===== src/rtl/boot_pkg.sv =====
// Purpose: Constants for program memory selection and configuration loading
// Assumes: One clock, mclk at 20 MHz; byte-wide memory read ports
// Notes:   Constant and type list follows
package boot_pkg;
  localparam int          PA_W        = 16;
  localparam int          RA_W        = 8;
  localparam int          WORD_W      = 24;
  localparam int          CFG_WORDS   = 16;
  localparam int          CFG_BYTES   = 48;
  localparam int          UEE_DEPTH   = 128;
  localparam logic [12:0] USER_LAST   = 13'h1fff;
  localparam logic [7:0]  BLANK_LO    = 8'h00;
  localparam logic [7:0]  BLANK_HI    = 8'hff;
  localparam logic [15:0] ROM_BASE    = 16'hf000;
  localparam logic [15:0] USER_TOP    = 16'h1fff;
  localparam logic [7:0]  CFG_RAM_LO  = 8'h30;
  localparam logic [7:0]  MIRROR_LO   = 8'hf0;
  localparam logic [7:0]  MIRROR_SRC  = 8'h10;
  localparam logic [7:0]  INTREG_LO   = 8'h51;
  localparam logic [7:0]  UART_LO     = 8'h56;
  localparam logic [7:0]  RSVD_LO     = 8'h5c;
  localparam logic [7:0]  URAM_LO     = 8'h60;
  localparam logic [7:0]  SYSRAM_LO   = 8'hd0;
  localparam logic [1:0]  BYTE_LAST   = 2'h2;

  typedef enum logic [2:0] {
    RG_USER   = 3'b001,
    RG_SYSTEM = 3'b010,
    RG_OTHER  = 3'b100
  } region_t;

  typedef enum logic [5:0] {
    ST_PROBE  = 6'b000001,
    ST_PWAIT  = 6'b000010,
    ST_FETCH  = 6'b000100,
    ST_FWAIT  = 6'b001000,
    ST_STORE  = 6'b010000,
    ST_RUN    = 6'b100000
  } boot_state_t;
endpackage : boot_pkg


===== src/rtl/pmem_if.sv =====
// Purpose: Byte read channel from the loader to the program memory mux
// Assumes: Single clock domain
// Notes:   Request held until ready
`timescale 1ns/100ps
interface pmem_if;
  logic        req;
  logic [12:0] addr;
  logic        ext_sel;
  logic        ready;
  logic [7:0]  data;
  modport master (output req, output addr, output ext_sel, input ready, input data);
  modport slave  (input req, input addr, input ext_sel, output ready, output data);
endinterface : pmem_if


===== src/rtl/pmem_mux.sv =====
// Purpose: Steers program byte reads to OTP or external EEPROM
// Assumes: Each memory answers with a ready pulse
// Notes:   Combinational steering only
`timescale 1ns/100ps
module pmem_mux
  import boot_pkg::*;
(
  // Channel
  pmem_if.slave            ch,
  // OTP
  output logic             otp_req,
  output logic [12:0]      otp_addr,
  input  wire logic        otp_ready,
  input  wire logic [7:0]  otp_data,
  // External
  output logic             ext_req,
  output logic [12:0]      ext_addr,
  input  wire logic        ext_ready,
  input  wire logic [7:0]  ext_data
);
  always_comb begin
    otp_req  = ch.req & ~ch.ext_sel;
    ext_req  = ch.req & ch.ext_sel;
    otp_addr = ch.addr;
    ext_addr = ch.addr;
    // Slower external answers stretch the wait, nothing else differs
    ch.ready = ch.ext_sel ? ext_ready : otp_ready;
    ch.data  = ch.ext_sel ? ext_data : otp_data;
  end
endmodule : pmem_mux


===== src/rtl/ram_addr_map.sv =====
// Purpose: Decodes the RAM address pointer into RAM or user EEPROM access
// Assumes: Pointer is 8 bits wide
// Notes:   Mirror window folds onto 16..31
`timescale 1ns/100ps
module ram_addr_map
  import boot_pkg::*;
(
  input  wire logic [7:0] ptr,
  input  wire logic       epr_op,
  output logic [7:0]      ram_addr,
  output logic [6:0]      uee_addr,
  output logic            uee_sel,
  output region_t         region
);
  always_comb begin
    uee_sel  = epr_op;
    uee_addr = ptr[6:0];
    ram_addr = ptr;
    if (ptr >= MIRROR_LO) begin
      ram_addr = MIRROR_SRC | {4'h0, ptr[3:0]};
    end
    if (ptr >= SYSRAM_LO && ptr < MIRROR_LO) begin
      region = RG_SYSTEM;
    end else if ((ptr >= URAM_LO && ptr < SYSRAM_LO) || ptr < INTREG_LO) begin
      region = RG_USER;
    end else begin
      region = RG_OTHER;
    end
  end
endmodule : ram_addr_map


===== src/rtl/boot_loader.sv =====
// Purpose: Power-up program memory selection, config copy and memory maps
// Assumes: Memories answer reads with a one-cycle ready pulse
// Notes:   CPU is held until the config copy is finished
`timescale 1ns/100ps
module boot_loader
  import boot_pkg::*;
(
  // System
  input  wire logic        mclk,
  input  wire logic        reset,
  // OTP byte port
  output logic             otp_req,
  output logic [12:0]      otp_addr,
  input  wire logic        otp_ready,
  input  wire logic [7:0]  otp_data,
  // External EEPROM byte port
  output logic             ext_req,
  output logic [12:0]      ext_addr,
  input  wire logic        ext_ready,
  input  wire logic [7:0]  ext_data,
  // CPU fetch
  input  wire logic        cpu_fetch,
  input  wire logic [15:0] cpu_pc,
  output logic             fetch_ready_ff,
  output logic [7:0]       fetch_data_ff,
  output logic             fetch_rom_ff,
  input  wire logic [7:0]  rom_data,
  output logic             cpu_run_ff,
  output logic             ext_sel_ff,
  // Config write to RAM
  output logic             cfg_we_ff,
  output logic [7:0]       cfg_addr_ff,
  output logic [23:0]      cfg_word_ff,
  // RAM pointer decode
  input  wire logic [7:0]  ram_ptr,
  input  wire logic        epr_op,
  output logic [7:0]       ram_addr_ff,
  output logic [6:0]      uee_addr_ff,
  output logic             uee_sel_ff
);
  pmem_if pm ();

  boot_state_t  state_ff, nxt_state;
  logic [3:0]   widx_ff, nxt_widx;
  logic [1:0]   bidx_ff, nxt_bidx;
  logic [23:0]  acc_ff, nxt_acc;
  logic         ext_ff, nxt_ext;
  logic         run_ff, nxt_run;
  logic         we_ff, nxt_we;
  logic [7:0]   wa_ff, nxt_wa;
  logic         fr_ff, nxt_fr;
  logic [7:0]   fd_ff, nxt_fd;
  logic         from_ff, nxt_from;
  logic         fpend_ff, nxt_fpend;
  logic [7:0]   map_ram;
  logic [6:0]   map_uee;
  logic         map_sel;
  region_t      map_region;
  logic [5:0]   byte_addr;
  logic         is_rom;

  pmem_mux u_mux (
    .ch        (pm.slave),
    .otp_req   (otp_req),
    .otp_addr  (otp_addr),
    .otp_ready (otp_ready),
    .otp_data  (otp_data),
    .ext_req   (ext_req),
    .ext_addr  (ext_addr),
    .ext_ready (ext_ready),
    .ext_data  (ext_data)
  );

  ram_addr_map u_map (
    .ptr      (ram_ptr),
    .epr_op   (epr_op),
    .ram_addr (map_ram),
    .uee_addr (map_uee),
    .uee_sel  (map_sel),
    .region   (map_region)
  );

  // ----------------------------------------
  // Loader sequence
  // ----------------------------------------
  assign byte_addr = 6'(widx_ff * 3) + 6'(bidx_ff);
  assign is_rom    = cpu_pc >= ROM_BASE;

  always_comb begin
    nxt_state = state_ff;
    nxt_widx  = widx_ff;
    nxt_bidx  = bidx_ff;
    nxt_acc   = acc_ff;
    nxt_ext   = ext_ff;
    nxt_run   = run_ff;
    nxt_we    = 1'b0;
    nxt_wa    = wa_ff;
    nxt_fr    = 1'b0;
    nxt_fd    = fd_ff;
    nxt_from  = from_ff;
    nxt_fpend = fpend_ff;
    pm.req     = 1'b0;
    pm.addr    = 13'h0000;
    pm.ext_sel = ext_ff;
    case (state_ff)
      ST_PROBE: begin
        nxt_state = ST_PWAIT;
      end
      ST_PWAIT: begin
        pm.req     = 1'b1;
        pm.ext_sel = 1'b1;
        if (pm.ready) begin
          // Missing device reads blank, so no separate presence check
          nxt_ext   = pm.data != BLANK_LO && pm.data != BLANK_HI;
          nxt_state = ST_FETCH;
        end
      end
      ST_FETCH: begin
        nxt_state = ST_FWAIT;
      end
      ST_FWAIT: begin
        pm.req  = 1'b1;
        pm.addr = {7'h00, byte_addr};
        if (pm.ready) begin
          // First byte lands in bits 23:16
          nxt_acc = {acc_ff[15:0], pm.data};
          if (bidx_ff == BYTE_LAST) begin
            nxt_bidx  = 2'h0;
            nxt_state = ST_STORE;
          end else begin
            nxt_bidx  = bidx_ff + 2'h1;
            nxt_state = ST_FETCH;
          end
        end
      end
      ST_STORE: begin
        nxt_we = 1'b1;
        nxt_wa = CFG_RAM_LO + {4'h0, widx_ff};
        if (widx_ff == 4'(CFG_WORDS - 1)) begin
          nxt_state = ST_RUN;
          nxt_run   = 1'b1;
        end else begin
          nxt_widx  = widx_ff + 4'h1;
          nxt_state = ST_FETCH;
        end
      end
      ST_RUN: begin
        if (cpu_fetch || fpend_ff) begin
          if (is_rom) begin
            nxt_fr    = 1'b1;
            nxt_fd    = rom_data;
            nxt_from  = 1'b1;
            nxt_fpend = 1'b0;
          end else begin
            // Returning from ROM lands in whichever user memory was chosen
            pm.req    = 1'b1;
            pm.addr   = cpu_pc[12:0];
            nxt_fpend = ~pm.ready;
            nxt_from  = 1'b0;
            if (pm.ready) begin
              nxt_fr = 1'b1;
              nxt_fd = pm.data;
            end
          end
        end
      end
      default: begin
        nxt_state = ST_PROBE;
      end
    endcase
  end

  always_ff @(posedge mclk or posedge reset) begin
    if (reset) begin
      state_ff <= ST_PROBE;
      widx_ff  <= 4'h0;
      bidx_ff  <= 2'h0;
      acc_ff   <= 24'h000000;
      ext_ff   <= 1'b0;
      run_ff   <= 1'b0;
      we_ff    <= 1'b0;
      wa_ff    <= 8'h00;
      fr_ff    <= 1'b0;
      fd_ff    <= 8'h00;
      from_ff  <= 1'b0;
      fpend_ff <= 1'b0;
    end else begin
      state_ff <= nxt_state;
      widx_ff  <= nxt_widx;
      bidx_ff  <= nxt_bidx;
      acc_ff   <= nxt_acc;
      ext_ff   <= nxt_ext;
      run_ff   <= nxt_run;
      we_ff    <= nxt_we;
      wa_ff    <= nxt_wa;
      fr_ff    <= nxt_fr;
      fd_ff    <= nxt_fd;
      from_ff  <= nxt_from;
      fpend_ff <= nxt_fpend;
    end
  end

  // ----------------------------------------
  // RAM pointer decode registers
  // ----------------------------------------
  logic [7:0] rad_ff, nxt_rad;
  logic [6:0] uad_ff, nxt_uad;
  logic       usel_ff, nxt_usel;

  // Window above 239 reads back 16..31, so writes there alias too
  always_comb begin
    nxt_rad  = map_ram;
    nxt_uad  = map_uee;
    nxt_usel = map_sel;
  end

  always_ff @(posedge mclk or posedge reset) begin
    if (reset) begin
      rad_ff  <= 8'h00;
      uad_ff  <= 7'h00;
      usel_ff <= 1'b0;
    end else begin
      rad_ff  <= nxt_rad;
      uad_ff  <= nxt_uad;
      usel_ff <= nxt_usel;
    end
  end

  assign fetch_ready_ff = fr_ff;
  assign fetch_data_ff  = fd_ff;
  assign fetch_rom_ff   = from_ff;
  assign cpu_run_ff     = run_ff;
  assign ext_sel_ff     = ext_ff;
  assign cfg_we_ff      = we_ff;
  assign cfg_addr_ff    = wa_ff;
  assign cfg_word_ff    = acc_ff;
  assign ram_addr_ff    = rad_ff;
  assign uee_addr_ff    = uad_ff;
  assign uee_sel_ff     = usel_ff;

  // ----------------------------------------
  // Checks
  // ----------------------------------------
  chk_no_fetch_boot: assert property (@(posedge mclk) disable iff (reset)
    !run_ff |-> !fr_ff) else $error("fetch answered before load done");
  chk_cfg_addr_range: assert property (@(posedge mclk) disable iff (reset)
    we_ff |-> (wa_ff >= CFG_RAM_LO && wa_ff <= CFG_RAM_LO + 8'h0f))
    else $error("config write outside 48..63");
  chk_last_cfg_run: assert property (@(posedge mclk) disable iff (reset)
    (we_ff && wa_ff == CFG_RAM_LO + 8'h0f) |-> run_ff) else $error("run not set at last word");
  chk_sel_stable: assert property (@(posedge mclk) disable iff (reset)
    run_ff |=> $stable(ext_ff)) else $error("memory select changed while running");
  chk_blank_otp: assert property (@(posedge mclk) disable iff (reset)
    (state_ff == ST_PWAIT && ext_ready && (ext_data == BLANK_LO || ext_data == BLANK_HI))
    |=> !ext_ff) else $error("blank byte did not pick OTP");
  chk_rom_fetch: assert property (@(posedge mclk) disable iff (reset)
    (run_ff && cpu_fetch && cpu_pc >= ROM_BASE) |=> (fr_ff && from_ff))
    else $error("ROM fetch not answered from ROM");
  chk_user_route: assert property (@(posedge mclk) disable iff (reset)
    (run_ff && pm.req) |-> (ext_req == ext_ff && otp_req == !ext_ff))
    else $error("user fetch sent to wrong memory");
  chk_mirror_map: assert property (@(posedge mclk) disable iff (reset)
    (ram_ptr >= MIRROR_LO) |=> (ram_addr_ff == (MIRROR_SRC | {4'h0, $past(ram_ptr[3:0])})))
    else $error("mirror window mapped wrong");
  chk_epr_select: assert property (@(posedge mclk) disable iff (reset)
    epr_op |=> (uee_sel_ff && uee_addr_ff == $past(ram_ptr[6:0])))
    else $error("EEPROM op did not select user EEPROM");
  chk_ptr_ram_only: assert property (@(posedge mclk) disable iff (reset)
    !epr_op |=> !uee_sel_ff) else $error("plain op selected user EEPROM");
  chk_ram_pass: assert property (@(posedge mclk) disable iff (reset)
    (ram_ptr < MIRROR_LO) |=> (ram_addr_ff == $past(ram_ptr)))
    else $error("RAM address altered below mirror window");
  chk_run_hold: assert property (@(posedge mclk) disable iff (reset)
    run_ff |=> run_ff) else $error("run dropped without reset");
  chk_probe_addr: assert property (@(posedge mclk) disable iff (reset)
    (state_ff == ST_PWAIT) |-> (ext_req && ext_addr == 13'h0000))
    else $error("probe not aimed at external byte 0");
  chk_cfg_source: assert property (@(posedge mclk) disable iff (reset)
    (state_ff == ST_FWAIT) |-> (pm.addr < 13'(CFG_BYTES) && pm.ext_sel == ext_ff))
    else $error("config byte read outside 0..47 or from wrong memory");
  chk_user_data: assert property (@(posedge mclk) disable iff (reset)
    (run_ff && pm.req && pm.ready) |=> (fr_ff && !from_ff && fd_ff == $past(pm.data)))
    else $error("user fetch byte not passed on");

  // ----------------------------------------
  // Region checks
  // ----------------------------------------
  // Region decode has no port, so only these checks watch it
  chk_sysram_region: assert property (@(posedge mclk) disable iff (reset)
    (ram_ptr >= SYSRAM_LO && ram_ptr < MIRROR_LO) |-> (map_region == RG_SYSTEM))
    else $error("system RAM window decoded wrong");
  chk_other_region: assert property (@(posedge mclk) disable iff (reset)
    (ram_ptr >= INTREG_LO && ram_ptr < URAM_LO) |-> (map_region == RG_OTHER))
    else $error("register window decoded wrong");
  chk_uram_region: assert property (@(posedge mclk) disable iff (reset)
    (ram_ptr >= URAM_LO && ram_ptr < SYSRAM_LO) |-> (map_region == RG_USER))
    else $error("user RAM window decoded wrong");
  chk_mirror_region: assert property (@(posedge mclk) disable iff (reset)
    (ram_ptr >= MIRROR_LO) |-> (map_region == RG_OTHER))
    else $error("mirror window decoded wrong");
endmodule : boot_loader


===== config.mk =====
export PLATFORM = sky130hd
export DESIGN_NAME = boot_loader
export DESIGN_NICKNAME = d
export VERILOG_FILES = /design/src/rtl/boot_pkg.sv /design/src/rtl/pmem_if.sv /design/src/rtl/pmem_mux.sv /design/src/rtl/ram_addr_map.sv /design/src/rtl/boot_loader.sv
export SDC_FILE = /design/constraint.sdc
export NUM_CORES = 1
export LEC_CHECK = 0
export ABC_AREA = 1
export BUFFER_PORTS_ARGS = -buffer_cell sky130_fd_sc_hd__buf_2
export CAP_MARGIN = 20
export CORE_MARGIN = 5
export CORE_UTILIZATION = 48
export CTS_CLUSTER_SIZE = 25
export DETAILED_ROUTE_END_ITERATION = 8
export GPL_TIMING_DRIVEN = 0
export PLACE_DENSITY = 0.8
export SETUP_SLACK_MARGIN = 0.5
export SKIP_CTS_REPAIR_TIMING = 1
export SLEW_MARGIN = 40
export SYNTH_ARGS = -nofsm -noshare
export SYNTH_HDL_FRONTEND = slang
export SYNTH_SLANG_ARGS = --single-unit

===== constraint.sdc =====
create_clock -name mclk -period 2.4 [get_ports mclk]
set_input_delay 0.24 -clock mclk [delete_from_list [all_inputs] [get_ports mclk]]
set_output_delay 0.24 -clock mclk [all_outputs]
set_load 0.02 [all_outputs]

==> results.json <==
{
  "status": "complete, but fails checks",
  "failed_checks": "setup timing",
  "grt_pass1_wl_um": 14880,
  "fp-row-count": 30,
  "max_cap_viol_count": 0,
  "critPathArrivalTime_ns": 2.37,
  "yosysMostFrequentCell": "nand2_1",
  "place_congestion": 0.8534,
  "antenna_found_initial": 0,
  "finalClockSkew_ns": 0.005806,
  "clk_latency_ns": 0.33,
  "synth_fa_ha_area_frac": 0.04480,
  "finish.utilization": 0.7226,
  "rsz0062_at_grt": "true",
  "firstDrtPassIters": 4,
  "drtIter0Drc": 91,
  "ys_seq_elements": 67,
  "synth_flop_cell": "dfrtp_1",
  "setup_viol": 8,
  "synth_cells": 404,
  "die_area_um2": 8883,
  "cp-end-kind": "output port",
  "avgSynthCellArea_um2": 8.433,
  "numPlacedInstances": 644,
  "clkSinkCount": 67,
  "critPathRequiredTime_ns": 2.16,
  "die_y_um": 94.25,
  "ant_nets": 0,
  "cts_tree": "done",
  "yosysWarnings": 0,
  "synth_top_family_by_area": "simple AND/OR/NAND/NOR gates",
  "async_flop_share": 1.000,
  "die_w_um": 94.25,
  "ir_drop_mv": 0.4358,
  "powerDensity_nw_per_um2": 915.6,
  "slew_violations": 0,
  "power_switching_w": 0.001893,
  "core_area_um2": 6869,
  "antenna_cells": 0,
  "yosys.area.top_type": "dfrtp_1",
  "worstSetupStartpointType": "flop",
  "synth.area.top_cells": "dfrtp_1, nand2_1, buf_4",
  "numCtsBuffers": 9,
  "synth_compound_area_frac": 0.08704,
  "dp_hpwl_um": 7204,
  "drc": 0,
  "tightest_slew_ns": 0.4973,
  "min_period_over_period": 1.089,
  "vias_per_cell": 4.823,
  "ctsRootBufferMaster": "clkbuf_8",
  "holdCritPathClass": "input pin to flop",
  "vias": 3304,
  "p_leak_nw": 2.727,
  "synth-simple-area-share": 0.2413,
  "design_area_um2": 4964,
  "power.internal_w": 0.002652,
  "ys_seq_area_frac": 0.4925,
  "synth_xor_area_frac": 0.01285,
  "yosys.area.top_type_share": 0.4848,
  "worstSetupPathType": "flop to output port",
  "clkSlewWorstSetupHoldPaths_ns": 0.07,
  "worst_slack_ns": -0.2136,
  "hold_viol_final": 0,
  "crit_fanout": 3,
  "synth_commonest_cells": "nand2_1, dfrtp_1, inv_1",
  "drive_above_1_share": 0.4363,
  "io_buffers": 140,
  "clockBufferDepth": 2,
  "place_area_um2": 4337,
  "relSlewSlack": 0.6675,
  "wirelength_um": 9591,
  "swShare": 0.4165,
  "yosysUniqueCellTypes": 34,
  "grt-ovfl-total": 0,
  "pwr-share-clk": 0.209,
  "wl_per_cell_um": 14.00,
  "grt_pass1_vias": 3267,
  "yosys-mux-area-fraction": 0,
  "final_cells": 685,
  "max_clock_freq_mhz": 382.6,
  "netlist_area_um2": 3407,
  "syn2layout_area_growth_pct": 45.68,
  "htree_levels": 3,
  "synth_enable_flop_cells": 0,
  "start_util": 0.4960,
  "p_comb_frac": 0.432,
  "min_period_ns": 2.614,
  "ios": 143,
  "track_usage": 0.2096,
  "nets": 649,
  "pwr-share-seq": 0.359,
  "grt_max_degree": 27
}
-- metrics by stage --
step / total power, W / hold WS, ns / TNS [ns] / setup slack (ns)
4_1_cts: 0.004401 / -0.2065 / -2.187 / -0.3391
3_3_place_gp: 0.003383 / 0.3497 / 0 / 0.05326
2_1_floorplan: 0.002830 / 0.2714 / 0 / 0.07951
3_5_place_dp: 0.003453 / 0.1536 / 0 / 0.03198
6_report: 0.004544 / 0.02862 / -1.331 / -0.2136
5_1_grt: 0.004883 / 0.003589 / -2.112 / -0.3158
-- power by group through the flow --
stage	clock (W)	combinational, W	sequential (W)
global route	0.00103	0.00219	0.00167
global placement	0	0.00174	0.00164
detailed placement	0	0.00180	0.00165
CTS	0.000964	0.00181	0.00163
floorplan	0	0.000912	0.00192
finish	0.000951	0.00196	0.00163
-- registers in the layout (all words and copies together) (netlist names), 2 cells and up --
register,flops
ram_addr_ff,4
fetch_data_ff,8
cfg_word_ff,24
cfg_addr_ff,5
bidx_ff,2
state_ff,6
widx_ff,4
uee_addr_ff,7
-- cell usage in the layout (no fill, tap or decap), types with 10 or more instances in the layout --
cell type,count
buf_2,125
buf_4,50
buf_6,11
clkbuf_8,10
dfrtp_1,62
inv_1,41
nand2_1,112
nand3_1,13
nor2_1,20
o21ai_0,29
o21ai_1,18
-- cells by family (layout without fill, tap and decap cells) --
family	count (synthesis)	count (layout)
and+or+nand+nor	183	183
buffers and inverters	82	266
DFF	67	67
AOI/OAI and AO/OA	55	55
adders and majority gates	11	11
xor gates and xnor gates	5	5
other	1	2
-- worst max-delay path: stages (launching register included) --
cell and delay (ns):
dfrtp_2 0.44, fa_2 0.59, ha_4 0.13, inv_2 0.04, fa_2 0.53, o21ai_2 0.06
buf_4 0.14, buf_6 0.12
-- metal layers --
metal  share of wire  up-vias  wire, µm  GRT usage
li1                -     1605         -          -
met1            0.41     1539      3937     0.2592
met2            0.48      145      4636     0.3469
met3           0.091       15       876    0.06330
met4           0.015        0       141    0.07220
met5               0        -         0          0
-- cell type report --
class                      count  area [µm²]
fill                         521        1906
clock buffer                  10       137.6
multi-input combinational    256        1465
sequential                    67        1683
buffer                        32       234.0
clock inverter                 6       65.06
timing repair buffer         168        1062
inverter                      50       196.4
tap                           96       120.1
-- final timing paths --
path	startpoint	endpoint	slack, ns	cells after the start
min reg2reg	cfg_addr_ff[3]$_DFFE_PP0P_	cfg_addr_ff[3]$_DFFE_PP0P_	0.47	2
max	widx_ff[0]$_DFFE_PP0P_	otp_addr[2]	-0.21	7
min in group asynchronous	reset	uee_addr_ff[1]$_DFF_PP0_	0.38	3
max in group asynchronous	reset	state_ff[0]$_DFFE_PP1P_	1.44	5
min	ram_ptr[6]	uee_addr_ff[6]$_DFF_PP0_	0.03	1
max reg2reg	state_ff[5]$_DFFE_PP0P_	fetch_data_ff[2]$_DFFE_PP0P_	0.63	11
No activity file was read; power rests on OpenSTA's default activity.
